==> src/inc/adc_out_pkg.sv <==
// Purpose: Shared constants and types for the converter output and clock control
// Assumes: ref_clk at 25 MHz; encode clock sampled as an ordinary input
// Notes: The encode-stop count derives from the named time and the clock rate
package adc_out_pkg;
  // Sample word and lane widths, and buffer depth
  localparam int SAMPLE_W = 14;
  localparam int DDR_LINES = 7;
  localparam int FIFO_DEPTH = 32;
  // Output formats; the fourth code of the mode field falls back to full rate
  typedef enum logic [1:0] {
    FMT_FULL = 2'b00,
    FMT_DDR_SE = 2'b01,
    FMT_DDR_DIFF = 2'b10
  } out_fmt_t;
  localparam logic [1:0] FMT_RESET = 2'h0;
  // Driver current codes: 0..6 give 1.75, 2.1, 2.5, 3, 3.5, 4, 4.5 mA
  localparam logic [2:0] DRIVE_DEFAULT = 3'h4;
  localparam logic [2:0] DRIVE_MAX = 3'h6;
  // Stabilizer lock length in encode cycles
  localparam logic [6:0] LOCK_CYCLES = 7'h64;
  // Clock rate and encode-stop detection time
  localparam int REF_CLK_MHZ = 25;
  localparam int ENC_STOP_NS = 2000;
  localparam int ENC_STOP_CYCLES = (ENC_STOP_NS * REF_CLK_MHZ) / 1000;
  // Period slack, in ref_clk cycles, before a frequency change is declared
  localparam logic [7:0] PERIOD_TOL = 8'h01;
endpackage : adc_out_pkg

==> src/rtl/sample_fifo.sv <==
// Purpose: Sample word buffer between the converter core and the output formatter
// Assumes: One clock; valid/ready handshake on both sides
// Notes: Full and empty are exact; a full buffer drops in_ready
`timescale 1ns/10ps
module sample_fifo #(
  parameter int WIDTH = 15,
  parameter int DEPTH = 32
) (
  // Clock and reset
  input wire logic clk,
  input wire logic reset,
  // Filling side
  input wire logic in_valid,
  output logic in_ready,
  input wire logic [WIDTH-1:0] in_data,
  // Draining side
  output logic out_valid,
  input wire logic out_ready,
  output logic [WIDTH-1:0] out_data
);
  localparam int AW = $clog2(DEPTH);

  logic [WIDTH-1:0] mem [DEPTH];  // Word storage
  logic [AW-1:0] wr_ptr_reg;  // Next slot to write
  logic [AW-1:0] rd_ptr_reg;  // Next slot to read
  logic [AW:0] count_reg;  // Words held
  logic [AW:0] count_next;  // Words held after this edge
  logic in_ready_reg;  // Room for one more word, registered so the port leaves a flip-flop
  logic push;
  logic pop;

  assign in_ready = in_ready_reg;
  assign out_valid = (count_reg != '0);
  assign push = in_valid && in_ready;
  assign pop = out_valid && out_ready;
  assign out_data = mem[rd_ptr_reg];

  // Storage write; no reset needed for data
  always_ff @(posedge clk) begin
    if (push) begin
      mem[wr_ptr_reg] <= in_data;
    end
  end

  // Pointers wrap at DEPTH
  always_ff @(posedge clk) begin
    if (reset) begin
      wr_ptr_reg <= '0;
      rd_ptr_reg <= '0;
    end else begin
      if (push) begin
        wr_ptr_reg <= (wr_ptr_reg == AW'(DEPTH - 1)) ? '0 : wr_ptr_reg + 1'b1;
      end
      if (pop) begin
        rd_ptr_reg <= (rd_ptr_reg == AW'(DEPTH - 1)) ? '0 : rd_ptr_reg + 1'b1;
      end
    end
  end

  // Occupancy; simultaneous push and pop leave it unchanged
  always_comb begin
    count_next = count_reg;
    if (push && !pop) begin
      count_next = count_reg + 1'b1;
    end else if (pop && !push) begin
      count_next = count_reg - 1'b1;
    end
  end

  // Ready is worked out from the next count so it drops on the edge that fills
  always_ff @(posedge clk) begin
    if (reset) begin
      count_reg <= '0;
      in_ready_reg <= 1'b1;
    end else begin
      count_reg <= count_next;
      in_ready_reg <= (count_next != (AW+1)'(DEPTH));
    end
  end
endmodule : sample_fifo

==> src/rtl/adc_output_ctrl.sv <==
// Purpose: Output format selection, DDR multiplexing and duty stabilizer control
// Assumes: Encode clock and strap pins are asynchronous and sampled by ref_clk
// Notes: Encode must be at least one ref_clk cycle per phase to be seen
`timescale 1ns/10ps
module adc_output_ctrl #(
  parameter int FIFO_DEPTH = adc_out_pkg::FIFO_DEPTH
) (
  // Clock and reset
  input wire logic ref_clk,
  input wire logic reset,
  // Pins, asynchronous to ref_clk
  input wire logic encode_clock_input,
  input wire logic programming_style_select,
  input wire logic serial_clock_pin,
  input wire logic chip_select_pin,
  // Serially programmed fields
  input wire logic [1:0] output_config_mode_register,
  input wire logic [2:0] drive_current_field,
  input wire logic clock_config_mode_register,
  // Sample words from the converter core
  input wire logic sample_valid,
  output logic sample_ready,
  input wire logic [adc_out_pkg::SAMPLE_W-1:0] sample_data,
  input wire logic sample_overflow,
  // Output lines
  output logic [adc_out_pkg::SAMPLE_W-1:0] data_out,
  output logic [adc_out_pkg::DDR_LINES-1:0] ddr_bit_pair_line,
  output logic overflow_flag,
  output logic forwarded_output_clock,
  output logic forwarded_output_clock_n,
  // Driver and status
  output logic [1:0] active_format,
  output logic diff_drive_enable,
  output logic [2:0] drive_current_code,
  output logic stabilizer_on,
  output logic stabilizer_locked,
  output logic conversion_stable
);
  localparam int W = adc_out_pkg::SAMPLE_W;

  // Two-stage synchronisers for {encode, strap, clock pin, select pin}
  logic [3:0] pin_meta_reg;
  logic [3:0] pin_sync_reg;
  logic enc_prev_reg;  // Encode level one cycle back
  logic enc_rise;
  logic enc_fall;

  // Configuration chosen this cycle
  logic [1:0] fmt_next;
  logic [2:0] drive_next;
  logic dcs_next;
  logic [1:0] fmt_reg;
  logic dcs_reg;

  // Encode period tracking
  logic [7:0] per_cnt_reg;  // ref_clk cycles since last rising edge
  logic [7:0] last_period_reg;  // Length of the previous period
  logic running_reg;  // Encode seen recently
  logic [6:0] lock_cnt_reg;  // Encode cycles since stabilizer restart
  logic locked_reg;
  logic period_jump;
  logic enc_stop;

  // Phase control
  logic half_done_reg;  // Second phase issued in this period
  logic phase_b;

  // Buffered word and its fields
  logic fifo_valid;
  logic [W:0] fifo_data;
  logic pop;
  logic [W-1:0] cur_word_reg;
  logic [adc_out_pkg::DDR_LINES-1:0] even_bits;
  logic [adc_out_pkg::DDR_LINES-1:0] odd_bits;
  logic [adc_out_pkg::DDR_LINES-1:0] new_even;

  // Output registers
  logic [W-1:0] data_out_reg;
  logic [adc_out_pkg::DDR_LINES-1:0] pair_reg;
  logic of_reg;
  logic fclk_reg;
  logic fclk_n_reg;

  // Pin synchronisers; only the second stage is read by logic
  always_ff @(posedge ref_clk) begin
    if (reset) begin
      pin_meta_reg <= 4'h0;
      pin_sync_reg <= 4'h0;
      enc_prev_reg <= 1'b0;
    end else begin
      pin_meta_reg <= {encode_clock_input, programming_style_select,
                       serial_clock_pin, chip_select_pin};
      pin_sync_reg <= pin_meta_reg;
      enc_prev_reg <= pin_sync_reg[3];
    end
  end

  assign enc_rise = pin_sync_reg[3] && !enc_prev_reg;
  assign enc_fall = !pin_sync_reg[3] && enc_prev_reg;

  // Mode selection from strap or serial fields
  always_comb begin
    if (pin_sync_reg[2]) begin
      // Parallel mode: no DDR single-ended path exists here
      fmt_next = pin_sync_reg[1] ? 2'(adc_out_pkg::FMT_DDR_DIFF)
                                 : 2'(adc_out_pkg::FMT_FULL);
      drive_next = adc_out_pkg::DRIVE_DEFAULT;
      dcs_next = pin_sync_reg[0];
    end else begin
      // Serial mode; the unused mode code falls back to full rate
      fmt_next = (output_config_mode_register == 2'h3) ? 2'(adc_out_pkg::FMT_FULL)
                                                        : output_config_mode_register;
      // Code seven is not a level; hold the default instead
      drive_next = (drive_current_field > adc_out_pkg::DRIVE_MAX)
                   ? adc_out_pkg::DRIVE_DEFAULT : drive_current_field;
      dcs_next = clock_config_mode_register;
    end
  end

  // Registered configuration and driver controls
  always_ff @(posedge ref_clk) begin
    if (reset) begin
      fmt_reg <= adc_out_pkg::FMT_RESET;
      dcs_reg <= 1'b0;
      diff_drive_enable <= 1'b0;
      drive_current_code <= adc_out_pkg::DRIVE_DEFAULT;
    end else begin
      fmt_reg <= fmt_next;
      dcs_reg <= dcs_next;
      // Follows the registered format so it moves together with active_format
      diff_drive_enable <= (fmt_reg == 2'(adc_out_pkg::FMT_DDR_DIFF));
      drive_current_code <= drive_next;
    end
  end

  // A lost encode or a period jump restarts the lock count
  assign enc_stop = (per_cnt_reg == 8'(adc_out_pkg::ENC_STOP_CYCLES));
  assign period_jump = enc_rise &&
                       ((per_cnt_reg > last_period_reg + adc_out_pkg::PERIOD_TOL) ||
                        (per_cnt_reg + adc_out_pkg::PERIOD_TOL < last_period_reg));

  // Period measurement; counter saturates at the stop threshold
  always_ff @(posedge ref_clk) begin
    if (reset) begin
      per_cnt_reg <= 8'h00;
      last_period_reg <= 8'h00;
      running_reg <= 1'b0;
    end else if (enc_rise) begin
      per_cnt_reg <= 8'h01;
      last_period_reg <= per_cnt_reg;
      running_reg <= 1'b1;
    end else if (enc_stop) begin
      running_reg <= 1'b0;
    end else begin
      per_cnt_reg <= per_cnt_reg + 8'h01;
    end
  end

  // Stabilizer lock: one hundred steady encode cycles after any restart
  always_ff @(posedge ref_clk) begin
    if (reset) begin
      lock_cnt_reg <= 7'h00;
      locked_reg <= 1'b0;
    end else if (!dcs_reg || enc_stop || period_jump || !running_reg) begin
      lock_cnt_reg <= 7'h00;
      locked_reg <= 1'b0;
    end else if (enc_rise && !locked_reg) begin
      lock_cnt_reg <= lock_cnt_reg + 7'h01;
      locked_reg <= (lock_cnt_reg + 7'h01 == adc_out_pkg::LOCK_CYCLES);
    end
  end

  // Second phase: mid-period when stabilized, else the encode falling edge.
  // The midpoint ignores input duty, so 30-70% input still gives 50% out.
  always_comb begin
    if (dcs_reg && locked_reg) begin
      phase_b = !half_done_reg && !enc_rise &&
                (per_cnt_reg == {1'b0, last_period_reg[7:1]});
    end else begin
      phase_b = enc_fall && !half_done_reg;
    end
  end

  always_ff @(posedge ref_clk) begin
    if (reset) begin
      half_done_reg <= 1'b1;
    end else if (enc_rise) begin
      half_done_reg <= 1'b0;
    end else if (phase_b) begin
      half_done_reg <= 1'b1;
    end
  end

  // Buffer between the core and the pins; drained once per encode period
  assign pop = enc_rise;
  sample_fifo #(
    .WIDTH(W + 1),
    .DEPTH(FIFO_DEPTH)
  ) u_fifo (
    .clk(ref_clk),
    .reset(reset),
    .in_valid(sample_valid),
    .in_ready(sample_ready),
    .in_data({sample_overflow, sample_data}),
    .out_valid(fifo_valid),
    .out_ready(pop),
    .out_data(fifo_data)
  );

  // Split words into even and odd lanes
  genvar gi;
  generate
    for (gi = 0; gi < adc_out_pkg::DDR_LINES; gi++) begin : g_lane
      assign even_bits[gi] = cur_word_reg[2*gi];
      assign odd_bits[gi] = cur_word_reg[2*gi+1];
      assign new_even[gi] = fifo_data[2*gi];
    end
  endgenerate

  // Current word; an empty buffer repeats the last word rather than stalling pins
  always_ff @(posedge ref_clk) begin
    if (reset) begin
      cur_word_reg <= '0;
      of_reg <= 1'b0;
    end else if (enc_rise && fifo_valid) begin
      cur_word_reg <= fifo_data[W-1:0];
      of_reg <= fifo_data[W];
    end
  end

  // Data lines: phase A changes data with the clock falling.
  // Lines of the unused format clear at once, not at the next encode,
  // so a format change never leaves stale bits on idle pins.
  always_ff @(posedge ref_clk) begin
    if (reset) begin
      data_out_reg <= '0;
      pair_reg <= '0;
    end else if (fmt_reg == 2'(adc_out_pkg::FMT_FULL)) begin
      pair_reg <= '0;
      if (enc_rise) begin
        data_out_reg <= fifo_valid ? fifo_data[W-1:0] : cur_word_reg;
      end
    end else begin
      data_out_reg <= '0;  // Unused full-rate lines held low
      if (enc_rise) begin
        pair_reg <= fifo_valid ? new_even : even_bits;
      end else if (phase_b) begin
        pair_reg <= odd_bits;
      end
    end
  end

  // Forwarded clock pair: low from phase A, high from phase B.
  // Idles high after reset so the very first word also lands on a falling edge.
  always_ff @(posedge ref_clk) begin
    if (reset) begin
      fclk_reg <= 1'b1;
      fclk_n_reg <= 1'b0;
    end else if (enc_rise) begin
      fclk_reg <= 1'b0;
      fclk_n_reg <= 1'b1;
    end else if (phase_b) begin
      fclk_reg <= 1'b1;
      fclk_n_reg <= 1'b0;
    end
  end

  // Status outputs; host should not trust samples before lock
  always_ff @(posedge ref_clk) begin
    if (reset) begin
      active_format <= adc_out_pkg::FMT_RESET;
      stabilizer_on <= 1'b0;
      stabilizer_locked <= 1'b0;
      conversion_stable <= 1'b0;
    end else begin
      active_format <= fmt_reg;
      stabilizer_on <= dcs_reg;
      stabilizer_locked <= locked_reg;
      conversion_stable <= running_reg && (!dcs_reg || locked_reg);
    end
  end

  assign data_out = data_out_reg;
  assign ddr_bit_pair_line = pair_reg;
  assign overflow_flag = of_reg;
  assign forwarded_output_clock = fclk_reg;
  assign forwarded_output_clock_n = fclk_n_reg;
endmodule : adc_output_ctrl

==> config.mk <==
export PLATFORM = sky130hd
export DESIGN_NAME = adc_output_ctrl
export DESIGN_NICKNAME = d
export VERILOG_FILES = /design/src/inc/adc_out_pkg.sv /design/src/rtl/sample_fifo.sv /design/src/rtl/adc_output_ctrl.sv
export SDC_FILE = /design/constraint.sdc
export NUM_CORES = 1
export LEC_CHECK = 0
export BUFFER_PORTS_ARGS = -buffer_cell sky130_fd_sc_hd__buf_2
export CAP_MARGIN = 20
export CORE_ASPECT_RATIO = 1.25
export CORE_MARGIN = 2
export CORE_UTILIZATION = 60
export DETAILED_ROUTE_END_ITERATION = 10
export PLACE_DENSITY = 0.78
export SLEW_MARGIN = 20
export SYNTH_ARGS = -nofsm -noshare
export SYNTH_HDL_FRONTEND = slang
export SYNTH_SLANG_ARGS = --single-unit
==> constraint.sdc <==
create_clock -name ref_clk -period 3 [get_ports ref_clk]
set_input_delay 0.6 -clock ref_clk [delete_from_list [all_inputs] [get_ports ref_clk]]
set_output_delay 0.6 -clock ref_clk [all_outputs]
set_load 0.05 [all_outputs]
==> impl_metrics.csv, run 1 <==
group,metric,value,unit
outcome,status,"completed",
global_route,grt_pass1_wl,77.7,mm
global_route,grtUsageTotal,0.256,
sta,skew,0.0222,ns
global_route,grtUsageMet1,0.321,
setup_path,worst-r2r-cell-count,11,
hold_path,hp-class,"input pin to flip-flop",
detailed_routing,dr.first_iter.drc_count,1181,
sta,drv_slew,0,
place,placed_cells,1934,
synthesis,ys_warn_count,0,
finish,drive_gt1_frac,0.202,
detailed_routing,drc,0,
setup_path,critical_path_class,"flip-flop to flip-flop",
global_route,grt_most_used_layer,"met2",
cts,clock-sinks,586,
detailed_routing,antenna_left,0,
place,numPortBuffers,61,
die,coreArea,38300,µm²
synthesis,synth_cell_types,66,
synthesis,synthTopCellsByArea,"edfxtp_1 (62%), dfxtp_1 (9.1%), mux4_2 (6.8%), mux2i_1 (3.7%), mux4_1 (2.4%)",
sta,finalSetupViolCount,0,
cts,cts_tree,"yes",
setup_path,critPathLaunch,"last_period_reg[0]",
finish,antenna_cells,0,
finish,syn_to_final_growth,11.7,%
finish,largest_register_ffs,480,
finish,final_nets,1555,
setup_path,timing.rr.end,"lock_cnt_reg[0]",
place,hpwl,31.5,mm
synthesis,synth_seq_cells,586,
die,io_pins,62,
cts,cts_buffer_depth,3,
power_and_ir_drop,power.static_leakage,0.00851,µW
synthesis,yosysTopAreaCellShare,0.615,
sta,fin_crit,2.68,ns
die,dieArea,40700,µm²
global_route,use_met3,0.0396,
cts,htree_levels,2,
setup_path,required,3.44,ns
synthesis,async_flop_share,0,
setup_path,end_kind,"flip-flop",
finish,stdcell_count,2030,
die,die_y,225,µm
die,die_w,181,µm
power_and_ir_drop,finalPower,16200,µW
synthesis,synth_edf_count,480,
setup_path,rrSetupSlack,0.32,ns
global_route,antenna_found_initial,0,
setup_path,timing.rr.start,"last_period_reg[0]",
die,rows,80,
global_route,grt_max_degree,50,
sta,max_slew_margin,0.506,
synthesis,yosysSeqAreaShare,0.706,
cts,insertion_delay,0.60,ns
detailed_routing,avgRoutedWirePerCell,25.3,µm
sta,tns,0,ns
setup_path,crit_fanout,8,
sta,grt_setup_unrepaired,"no",
setup_path,crit_end,"lock_cnt_reg[0]",
global_route,grt_pass1_vias,13000,
cts,numCtsBuffers,53,
sta,hold_viol,0,
synthesis,syn_nets,1448,
sta,max_freq,0.373,GHz
die,initial_core_util,0.611,
cts,cts_root_buf,"clkbuf_16",
place,place_congestion,0.863,
synthesis,netlist_area,23400,µm²
sta,min_period_over_period,0.893,
finish,final_util,0.682,
setup_path,critPathLaunchType,"flip-flop",
power_and_ir_drop,peakVddDrop,523,µV
setup_path,critPathArrivalTime,3.12,ns
cts,cts_post_setup_buffers_inserted,0,
synthesis,syn_avg_cell_area,16.9,µm²
synthesis,synthFlopType,"edfxtp_1",
sta,worst_pin_slew,0.740,ns
global_route,use_met2,0.451,
synthesis,synthCells,1390,
hold_path,min_from,"output_config_mode_register[1]",
cts,clk_pin_slew,0.06,ns
power_and_ir_drop,power.density,619,nW/µm²
detailed_routing,drtPass1Iterations,5,
detailed_routing,finalWirelength,51.4,mm
detailed_routing,num_vias,12900,
flow_run,max_cap_viol_count,0,
synthesis,yosys.area.top_type,"edfxtp_1",
global_route,overflow,0,
detailed_routing,via_per_inst,6.34,
## critical path, cell delays in order (launching register included)
cell and delay, ns:
dfxtp_1 0.41, inv_1 0.10, nor4_2 0.34, nand4_1 0.17, xnor2_1 0.16, ha_1 0.29, nand3_1 0.11, nor3_1 0.06
a211o_1 0.26, a31o_2 0.21, o211ai_1 0.31, nor2_1 0.11
## how the worst min path moves through the flow
stage / to / slack [ns] / cells after the start
6_report: fmt_reg[0] / 0.20 / 2
5_1_grt: fmt_reg[0] / 0.17 / 2
4_1_cts: fmt_reg[0] / 0.18 / 2
3_5_place_dp: pin_sync_reg[0] / 0.43 / 1
3_3_place_gp: pin_sync_reg[0] / 0.42 / 1
2_1_floorplan: diff_drive_enable / 0.40 / 1
## layer usage
layer / share of wire / up-vias
li1: - / 5664
met1: 0.38 / 6539
met2: 0.52 / 549
met3: 0.065 / 114
met4: 0.034 / 0
met5: 0 / -
## power by group
part / internal (µW) / leakage (µW) / switching, µW
clock network: 3750 / 0.000824 / 2890
logic: 204 / 0.00250 / 437
registers: 8860 / 0.00519 / 62.4
total: 12800 / 0.00851 / 3390
## final cells by class
| cell class | instances | area [µm²] |
|---|---|---|
| Timing Repair Buffer | 128 | 883 |
| Clock buffer | 71 | 1460 |
| Clock inverter | 25 | 246 |
| Tap cell | 492 | 616 |
| Multi-Input combinational cell | 709 | 6340 |
| Sequential cell | 586 | 16500 |
| Inverter | 19 | 71.3 |
| Fill cell | 2451 | 12200 |
## cell usage in the layout (no fill, tap or decap), types with 54 or more instances in the layout
cell,count
dfxtp_1,103
nor2_1,66
a21oi_1,87
buf_2,61
buf_4,61
clkbuf_16,54
mux4_2,71
edfxtp_1,480
nand2_1,78
mux2i_1,87
## synth_stat cells, types with 3 or more instances
| master | instances |
|---|---|
| clkbuf_1 | 22 |
| nor3_1 | 14 |
| nor2b_1 | 21 |
| nand4_1 | 8 |
| a211oi_1 | 3 |
| buf_2 | 24 |
| mux4_2 | 71 |
| a22oi_1 | 42 |
| o22ai_1 | 8 |
| o21ai_0 | 17 |
| and2_1 | 5 |
| or3_1 | 4 |
| nor2_1 | 66 |
| ha_1 | 30 |
| nand2_2 | 7 |
| nand3b_1 | 4 |
| mux2i_1 | 87 |
| nor4b_1 | 5 |
| edfxtp_1 | 480 |
| o21a_1 | 3 |
| buf_8 | 4 |
| buf_1 | 5 |
| buf_4 | 9 |
| buf_6 | 8 |
| xor2_1 | 15 |
| a21oi_1 | 87 |
| nand2_1 | 78 |
| inv_1 | 19 |
| mux4_1 | 21 |
| nand3_1 | 21 |
| xnor2_1 | 16 |
| mux2_2 | 16 |
| and3_1 | 8 |
| a221oi_1 | 7 |
| a31oi_1 | 11 |
| dfxtp_1 | 106 |
## what timing repair did
item,4_1_cts,5_1_grt
resized for setup,0,1
endpoints found under the setup margin,0,7
hold buffers,0,0
## through the flow
stage / worst slack (ns) / area [µm²] / hold WS, ns
4_1_cts: 0.197 / 26200 / 0.176
3_3_place_gp: 0.407 / 24500 / 0.418
6_report: 0.320 / 26200 / 0.196
2_1_floorplan: 0.624 / 23400 / 0.398
5_1_grt: 0.0495 / 26200 / 0.169
3_5_place_dp: 0.215 / 24500 / 0.433
## kinds of logic (layout without fill, tap and decap cells)
kind of cell | after synthesis | in the layout | synth area share
AOI/OAI and AO/OA | 195 | 195 | 0.0520
and+or+nand+nor | 258 | 258 | 0.0539
muxes | 195 | 195 | 0.137
buffers and inverters | 95 | 243 | 0.0240
DFF | 586 | 586 | 0.706
adders and majority gates | 30 | 30 | 0.0160
xor gates and xnor gates | 31 | 31 | 0.0116
(Power assumes the default switching activity.)
==> run 2, diff against run 1 <==
--- a/config.mk
+++ b/config.mk
@@ -5,13 +5,14 @@
 export SDC_FILE = /design/constraint.sdc
 export NUM_CORES = 1
 export LEC_CHECK = 0
-export BUFFER_PORTS_ARGS = -buffer_cell sky130_fd_sc_hd__buf_2
 export CAP_MARGIN = 20
 export CORE_ASPECT_RATIO = 1.25
 export CORE_MARGIN = 2
-export CORE_UTILIZATION = 60
+export CORE_UTILIZATION = 55
 export DETAILED_ROUTE_END_ITERATION = 10
-export PLACE_DENSITY = 0.78
+export DONT_BUFFER_PORTS = 1
+export MAX_ROUTING_LAYER = met4
+export PLACE_DENSITY = 0.71
 export SLEW_MARGIN = 20
 export SYNTH_ARGS = -nofsm -noshare
 export SYNTH_HDL_FRONTEND = slang
==> run 2 against run 1 <==
Against the previous run: critical path depth unchanged; hold slack got worse by 0.13 ns; non-clock buffer count decreased by 59; routed wire length increased by 1.2%; first-iteration DRC count decreased by 7.5%; clock skew increased by 0.0038 ns; clock-buffer cell count decreased by 1; worst setup slack improved by 0.068 ns; sequential share of layout area increased by 0.31 points; fmax increased by 2.6%; largest cell class unchanged.
==> impl_metrics.csv, run 2 (synthesized netlist as in run 1, its figures left out) <==
group,metric,value,unit
detailed_routing,antenna_left,0,
sta,skew,0.0260,ns
sta,hold_viol,0,
global_route,grt_pass1_vias,12600,
finish,final_nets,1498,
setup_path,slowest_stage,"dfxtp_1",
detailed_routing,num_vias,12500,
finish,final_common_cell,"edfxtp_1",
detailed_routing,drtPass1Iterations,5,
die,coreArea,42000,µm²
setup_path,cp.buffers_inverters,1,
place,place_congestion,0.908,
sta,grt_setup_unrepaired,"no",
cts,cts_buffer_depth,3,
place,hpwl,32.7,mm
flow_run,max_cap_viol_count,0,
sta,worst_pin_slew,0.925,ns
finish,largest_register_ffs,480,
setup_path,critical_path_depth,11,
finish,final_util,0.619,
sta,min_period_over_period,0.870,
outcome,status,"completed",
die,die_y,235,µm
cts,clk_pin_slew,0.07,ns
setup_path,critPathArrivalTime,3.08,ns
power_and_ir_drop,power.density,628,nW/µm²
sta,max_freq,0.383,GHz
setup_path,critPathLaunchType,"flip-flop",
global_route,grt_pass1_wl,78.0,mm
global_route,grt_max_degree,67,
sta,fin_crit,2.61,ns
hold_path,hp-class,"input pin to flip-flop",
die,rows,84,
cts,hold_buffers,0,
die,dieArea,44300,µm²
setup_path,end_kind,"flip-flop",
finish,syn_to_final_growth,11.1,%
setup_path,max_stage_delay,0.40,ns
cts,htree_levels,2,
cts,clock-sinks,586,
power_and_ir_drop,peakVddDrop,517,µV
place,numPortBuffers,0,
cts,cts_tree,"yes",
setup_path,critical_path_class,"flip-flop to flip-flop",
cts,insertion_delay,0.62,ns
power_and_ir_drop,power.static_leakage,0.00829,µW
cts,numCtsBuffers,55,
detailed_routing,avgRoutedWirePerCell,25.4,µm
cts,post_cts_resized,0,
global_route,antenna_found_initial,1,
hold_path,hold_depth,1,
setup_path,cp_cell_sequence,"inv_1 > nor4_1 > nand4_1 > xnor2_1 > ha_1 > nand3_1 > nor3_1 > a211o_1 > a31o_2 > o211ai_1 > nor2_1",
sta,tns,0,ns
setup_path,cp_top_family,"simple AND/OR/NAND/NOR gates",
detailed_routing,finalWirelength,52.0,mm
die,initial_core_util,0.557,
die,io_pins,62,
detailed_routing,drc,0,
global_route,grtUsageTotal,0.245,
cts,cts_post_setup_buffers_inserted,0,
setup_path,crit_fanout,8,
finish,drive_gt1_frac,0.174,
detailed_routing,dr.first_iter.drc_count,1093,
global_route,overflow,0,
sta,max_slew_margin,0.381,
detailed_routing,via_per_inst,6.11,
cts,cts_root_buf,"clkbuf_16",
finish,final_cell_mix,"edfxtp_1 (480), dfxtp_1 (103), a21oi_1 (87), mux2i_1 (87), nand2_1 (78)",
setup_path,worst-r2r-cell-count,11,
sta,drv_slew,0,
die,die_w,189,µm
setup_path,required,3.47,ns
sta,finalSetupViolCount,0,
-- run 2: changes by cell type in the layout (fill, tap and decap cells not counted), sizes merged --
cell / before / now
buf: 128 / 69
bufinv: 4 / 6
clkbuf: 71 / 70
clkinv: 18 / 21
clkinvlp: 2 / 3
diode: 0 / 1
inv: 20 / 21
-- run 2: worst register-to-register path: cells and delay by family (launching register included) --
family	cells	cell delay [ns]
and+or+nand+nor	5	0.79
adders and majority gates	1	0.29
buffers and inverters	1	0.09
DFF	1	0.40
xor gates and xnor gates	1	0.15
AOI/OAI and AO/OA	3	0.75
-- run 2: final cells by class --
class / count / area (µm²)
Clock inverter: 32 / 329
Clock buffer: 70 / 1470
Fill cell: 3005 / 16000
Multi-Input combinational cell: 709 / 6340
Inverter: 19 / 71.3
Timing Repair Buffer: 69 / 581
Tap cell: 559 / 699
Sequential cell: 586 / 16500
Antenna cell: 1 / 2.50
-- run 2: where the power goes --
group	switching [µW]	internal, µW	leakage (µW)
Clock	2960	3980	0.000874
Sequential	113	8860	0.00519
Combinational	253	180	0.00223
Total	3330	13000	0.00829
-- run 2: layer usage --
layer  vias to the layer above  routed length [µm]  GRT usage
li1                       5568                   -          -
met1                      6360               20100      0.298
met2                       464               26600      0.412
met3                       103                3530     0.0450
met4                         0                1770     0.0926
met5                         -                   0          -
-- run 2: metrics by stage --
| step | setup slack [ns] | hold slack, ns | instance area [µm²] | instances | power, µW |
|---|---|---|---|---|---|
| after CTS | 0.363 | 0.0288 | 26000 | 2044 | 16400 |
| final | 0.389 | 0.0654 | 26000 | 2045 | 16300 |
| after floorplan | 0.624 | 0.398 | 23400 | 1390 | 9460 |
| after global placement | 0.402 | 0.419 | 24200 | 1942 | 9570 |
| after detailed placement | 0.376 | 0.427 | 24200 | 1942 | 9580 |
| after global routing | 0.187 | 0.0422 | 26000 | 2045 | 16800 |
-- run 2: worst paths after layout --
path / start / endpoint / slack [ns]
setup / recovery: last_period_reg[1] / lock_cnt_reg[3] / 0.39
hold / removal: reset / cur_word_reg[6] / 0.07
setup reg to reg: last_period_reg[1] / lock_cnt_reg[3] / 0.39
hold reg to reg: fmt_reg[0] / diff_drive_enable / 0.44
==> run 3, diff against run 2 <==
==> constraint.sdc (replaced) <==
create_clock -name ref_clk -period 3 [get_ports ref_clk]
set_input_delay 0.3 -clock ref_clk [delete_from_list [all_inputs] [get_ports ref_clk]]
set_output_delay 0.3 -clock ref_clk [all_outputs]
set_load 0.05 [all_outputs]
==> run 3 against run 2 <==
Against the previous run: register-to-register slack barely moved; final area increased by 2.0%; non-clock buffer count rose by 40; cell count grew 2.1%; critical path depth down 2; via count is 2.4% higher; power grew 1.2%; clock power about the same; clock skew increased by 0.0017 ns; largest cell class unchanged; utilization is 1.3 points higher; worst setup slack improved by 0.0051 ns; routed wire length rose by 1.6%.
==> impl_metrics.csv, run 3 (synthesized netlist as in run 1, its figures left out) <==
group,metric,value,unit
global_route,use_met3,0.0381,
finish,largest_register_ffs,480,
detailed_routing,finalWirelength,52.8,mm
place,hpwl,32.7,mm
detailed_routing,drtPass1Iterations,5,
global_route,grt_pass1_wl,79.3,mm
cts,htree_levels,2,
sta,min_period_over_period,0.869,
detailed_routing,antenna_left,0,
sta,max_freq,0.384,GHz
global_route,grtUsageMet1,0.305,
sta,hold_viol,0,
flow_run,max_cap_viol_count,0,
cts,cts_post_setup_buffers_inserted,0,
die,die_w,189,µm
sta,finalSetupViolCount,0,
cts,numCtsBuffers,55,
detailed_routing,avgRoutedWirePerCell,25.3,µm
die,die_y,235,µm
global_route,overflow,0,
cts,clk_pin_slew,0.06,ns
cts,cts_tree,"yes",
sta,worst_pin_slew,0.992,ns
global_route,grt_max_degree,65,
setup_path,slowest_stage,"o211ai_1",
setup_path,cp_cell_sequence,"ha_1 > nand3_1 > xnor2_1 > ha_1 > o21a_1 > o211ai_1 > a21oi_1 > o211ai_1 > nor2_1",
die,initial_core_util,0.557,
outcome,status,"completed",
global_route,use_met2,0.419,
global_route,grt_pass1_vias,12800,
sta,tns,0,ns
power_and_ir_drop,power.static_leakage,0.00853,µW
detailed_routing,dr.first_iter.drc_count,1170,
setup_path,cp_top_family,"compound AO/OA/AOI/OAI gates",
die,rows,84,
finish,final_cell_mix,"edfxtp_1 (480), dfxtp_1 (103), a21oi_1 (87), mux2i_1 (87), nand2_1 (78)",
setup_path,crit_fanout,8,
sta,max_slew_margin,0.336,
global_route,grtUsageTotal,0.248,
setup_path,critPathArrivalTime,3.08,ns
finish,drive_gt1_frac,0.180,
detailed_routing,via_per_inst,6.13,
die,coreArea,42000,µm²
sta,fin_crit,2.61,ns
setup_path,required,3.47,ns
power_and_ir_drop,power.density,623,nW/µm²
finish,final_nets,1538,
detailed_routing,num_vias,12800,
sta,drv_slew,0,
global_route,antenna_found_initial,3,
cts,insertion_delay,0.63,ns
die,io_pins,62,
cts,clock-sinks,586,
cts,cts_root_buf,"clkbuf_16",
setup_path,critPathLaunchType,"flip-flop",
setup_path,max_stage_delay,0.52,ns
finish,syn_to_final_growth,13.4,%
detailed_routing,drc,0,
sta,skew,0.0278,ns
setup_path,critical_path_class,"flip-flop to flip-flop",
power_and_ir_drop,peakVddDrop,524,µV
setup_path,cp.buffers_inverters,0,
cts,cts_buffer_depth,3,
place,place_congestion,0.908,
hold_path,hp-class,"input pin to flip-flop",
finish,final_common_cell,"edfxtp_1",
place,numPortBuffers,0,
die,dieArea,44300,µm²
power_and_ir_drop,finalPower,16500,µW
finish,fillers,2961,
setup_path,end_kind,"flip-flop",
sta,grt_setup_unrepaired,"no",
global_route,grt_most_used_layer,"met2",
## run 3: cell types whose count changed in the layout (fill, tap and decap cells not counted), sizes merged
| cell | change |
|---|---|
| diode | +3 |
| dlygate4sd3 | +24 |
| buf | +16 |
## run 3: layout make-up
class                   count  area, µm²  share of cell area
diodes                      4       10.0            0.000377
clock buffers              70       1470              0.0552
clock inverters            32        329              0.0124
inverters                  19       71.3             0.00268
multi-input cells         709       6340               0.239
flip-flops and latches    586      16500               0.623
well taps                 559        699              0.0263
repair buffers            109       1100              0.0415
## run 3: final timing paths
kind,from,end,slack (ns),depth (start not counted)
worst max register to register,per_cnt_reg[1],lock_cnt_reg[3],0.39,9
worst min-delay path,reset,enc_prev_reg,0.02,2
worst min register to register,fmt_reg[0],diff_drive_enable,0.44,1
worst max-delay path,per_cnt_reg[1],lock_cnt_reg[3],0.39,9
## run 3: where the power goes
| part | switching, µW | total [µW] | internal [µW] |
|---|---|---|---|
| combinational | 382 | 620 | 237 |
| clock | 2970 | 6950 | 3980 |
| sequential | 113 | 8970 | 8860 |
| total | 3470 | 16500 | 13100 |
## run 3: layer usage
metal | share of wire | wire length, µm | vias up
met1 | 0.39 | 20800 | 6535
met5 | 0 | 0 | -
met3 | 0.057 | 3030 | 109
met2 | 0.52 | 27300 | 486
met4 | 0.033 | 1750 | 0
li1 | - | - | 5660
## run 3: through the flow
step | worst slack (ns) | cells | util | instance area (µm²) | hold slack, ns
floorplan | 0.624 | 1390 | - | 23400 | 0.377
global placement | 0.402 | 1942 | 0.576 | 24200 | 0.375
detailed placement | 0.376 | 1942 | 0.576 | 24200 | 0.379
CTS | 0.363 | 2084 | 0.632 | 26600 | 0.00748
global route | 0.187 | 2088 | 0.632 | 26600 | 0.0460
finish | 0.394 | 2088 | 0.632 | 26600 | 0.0238
## run 3: what timing repair did
action,4_1_cts,5_1_grt
endpoints found under the hold margin,557,0
hold buffers,40,0
setup endpoints to repair,0,0
resized for setup,0,0
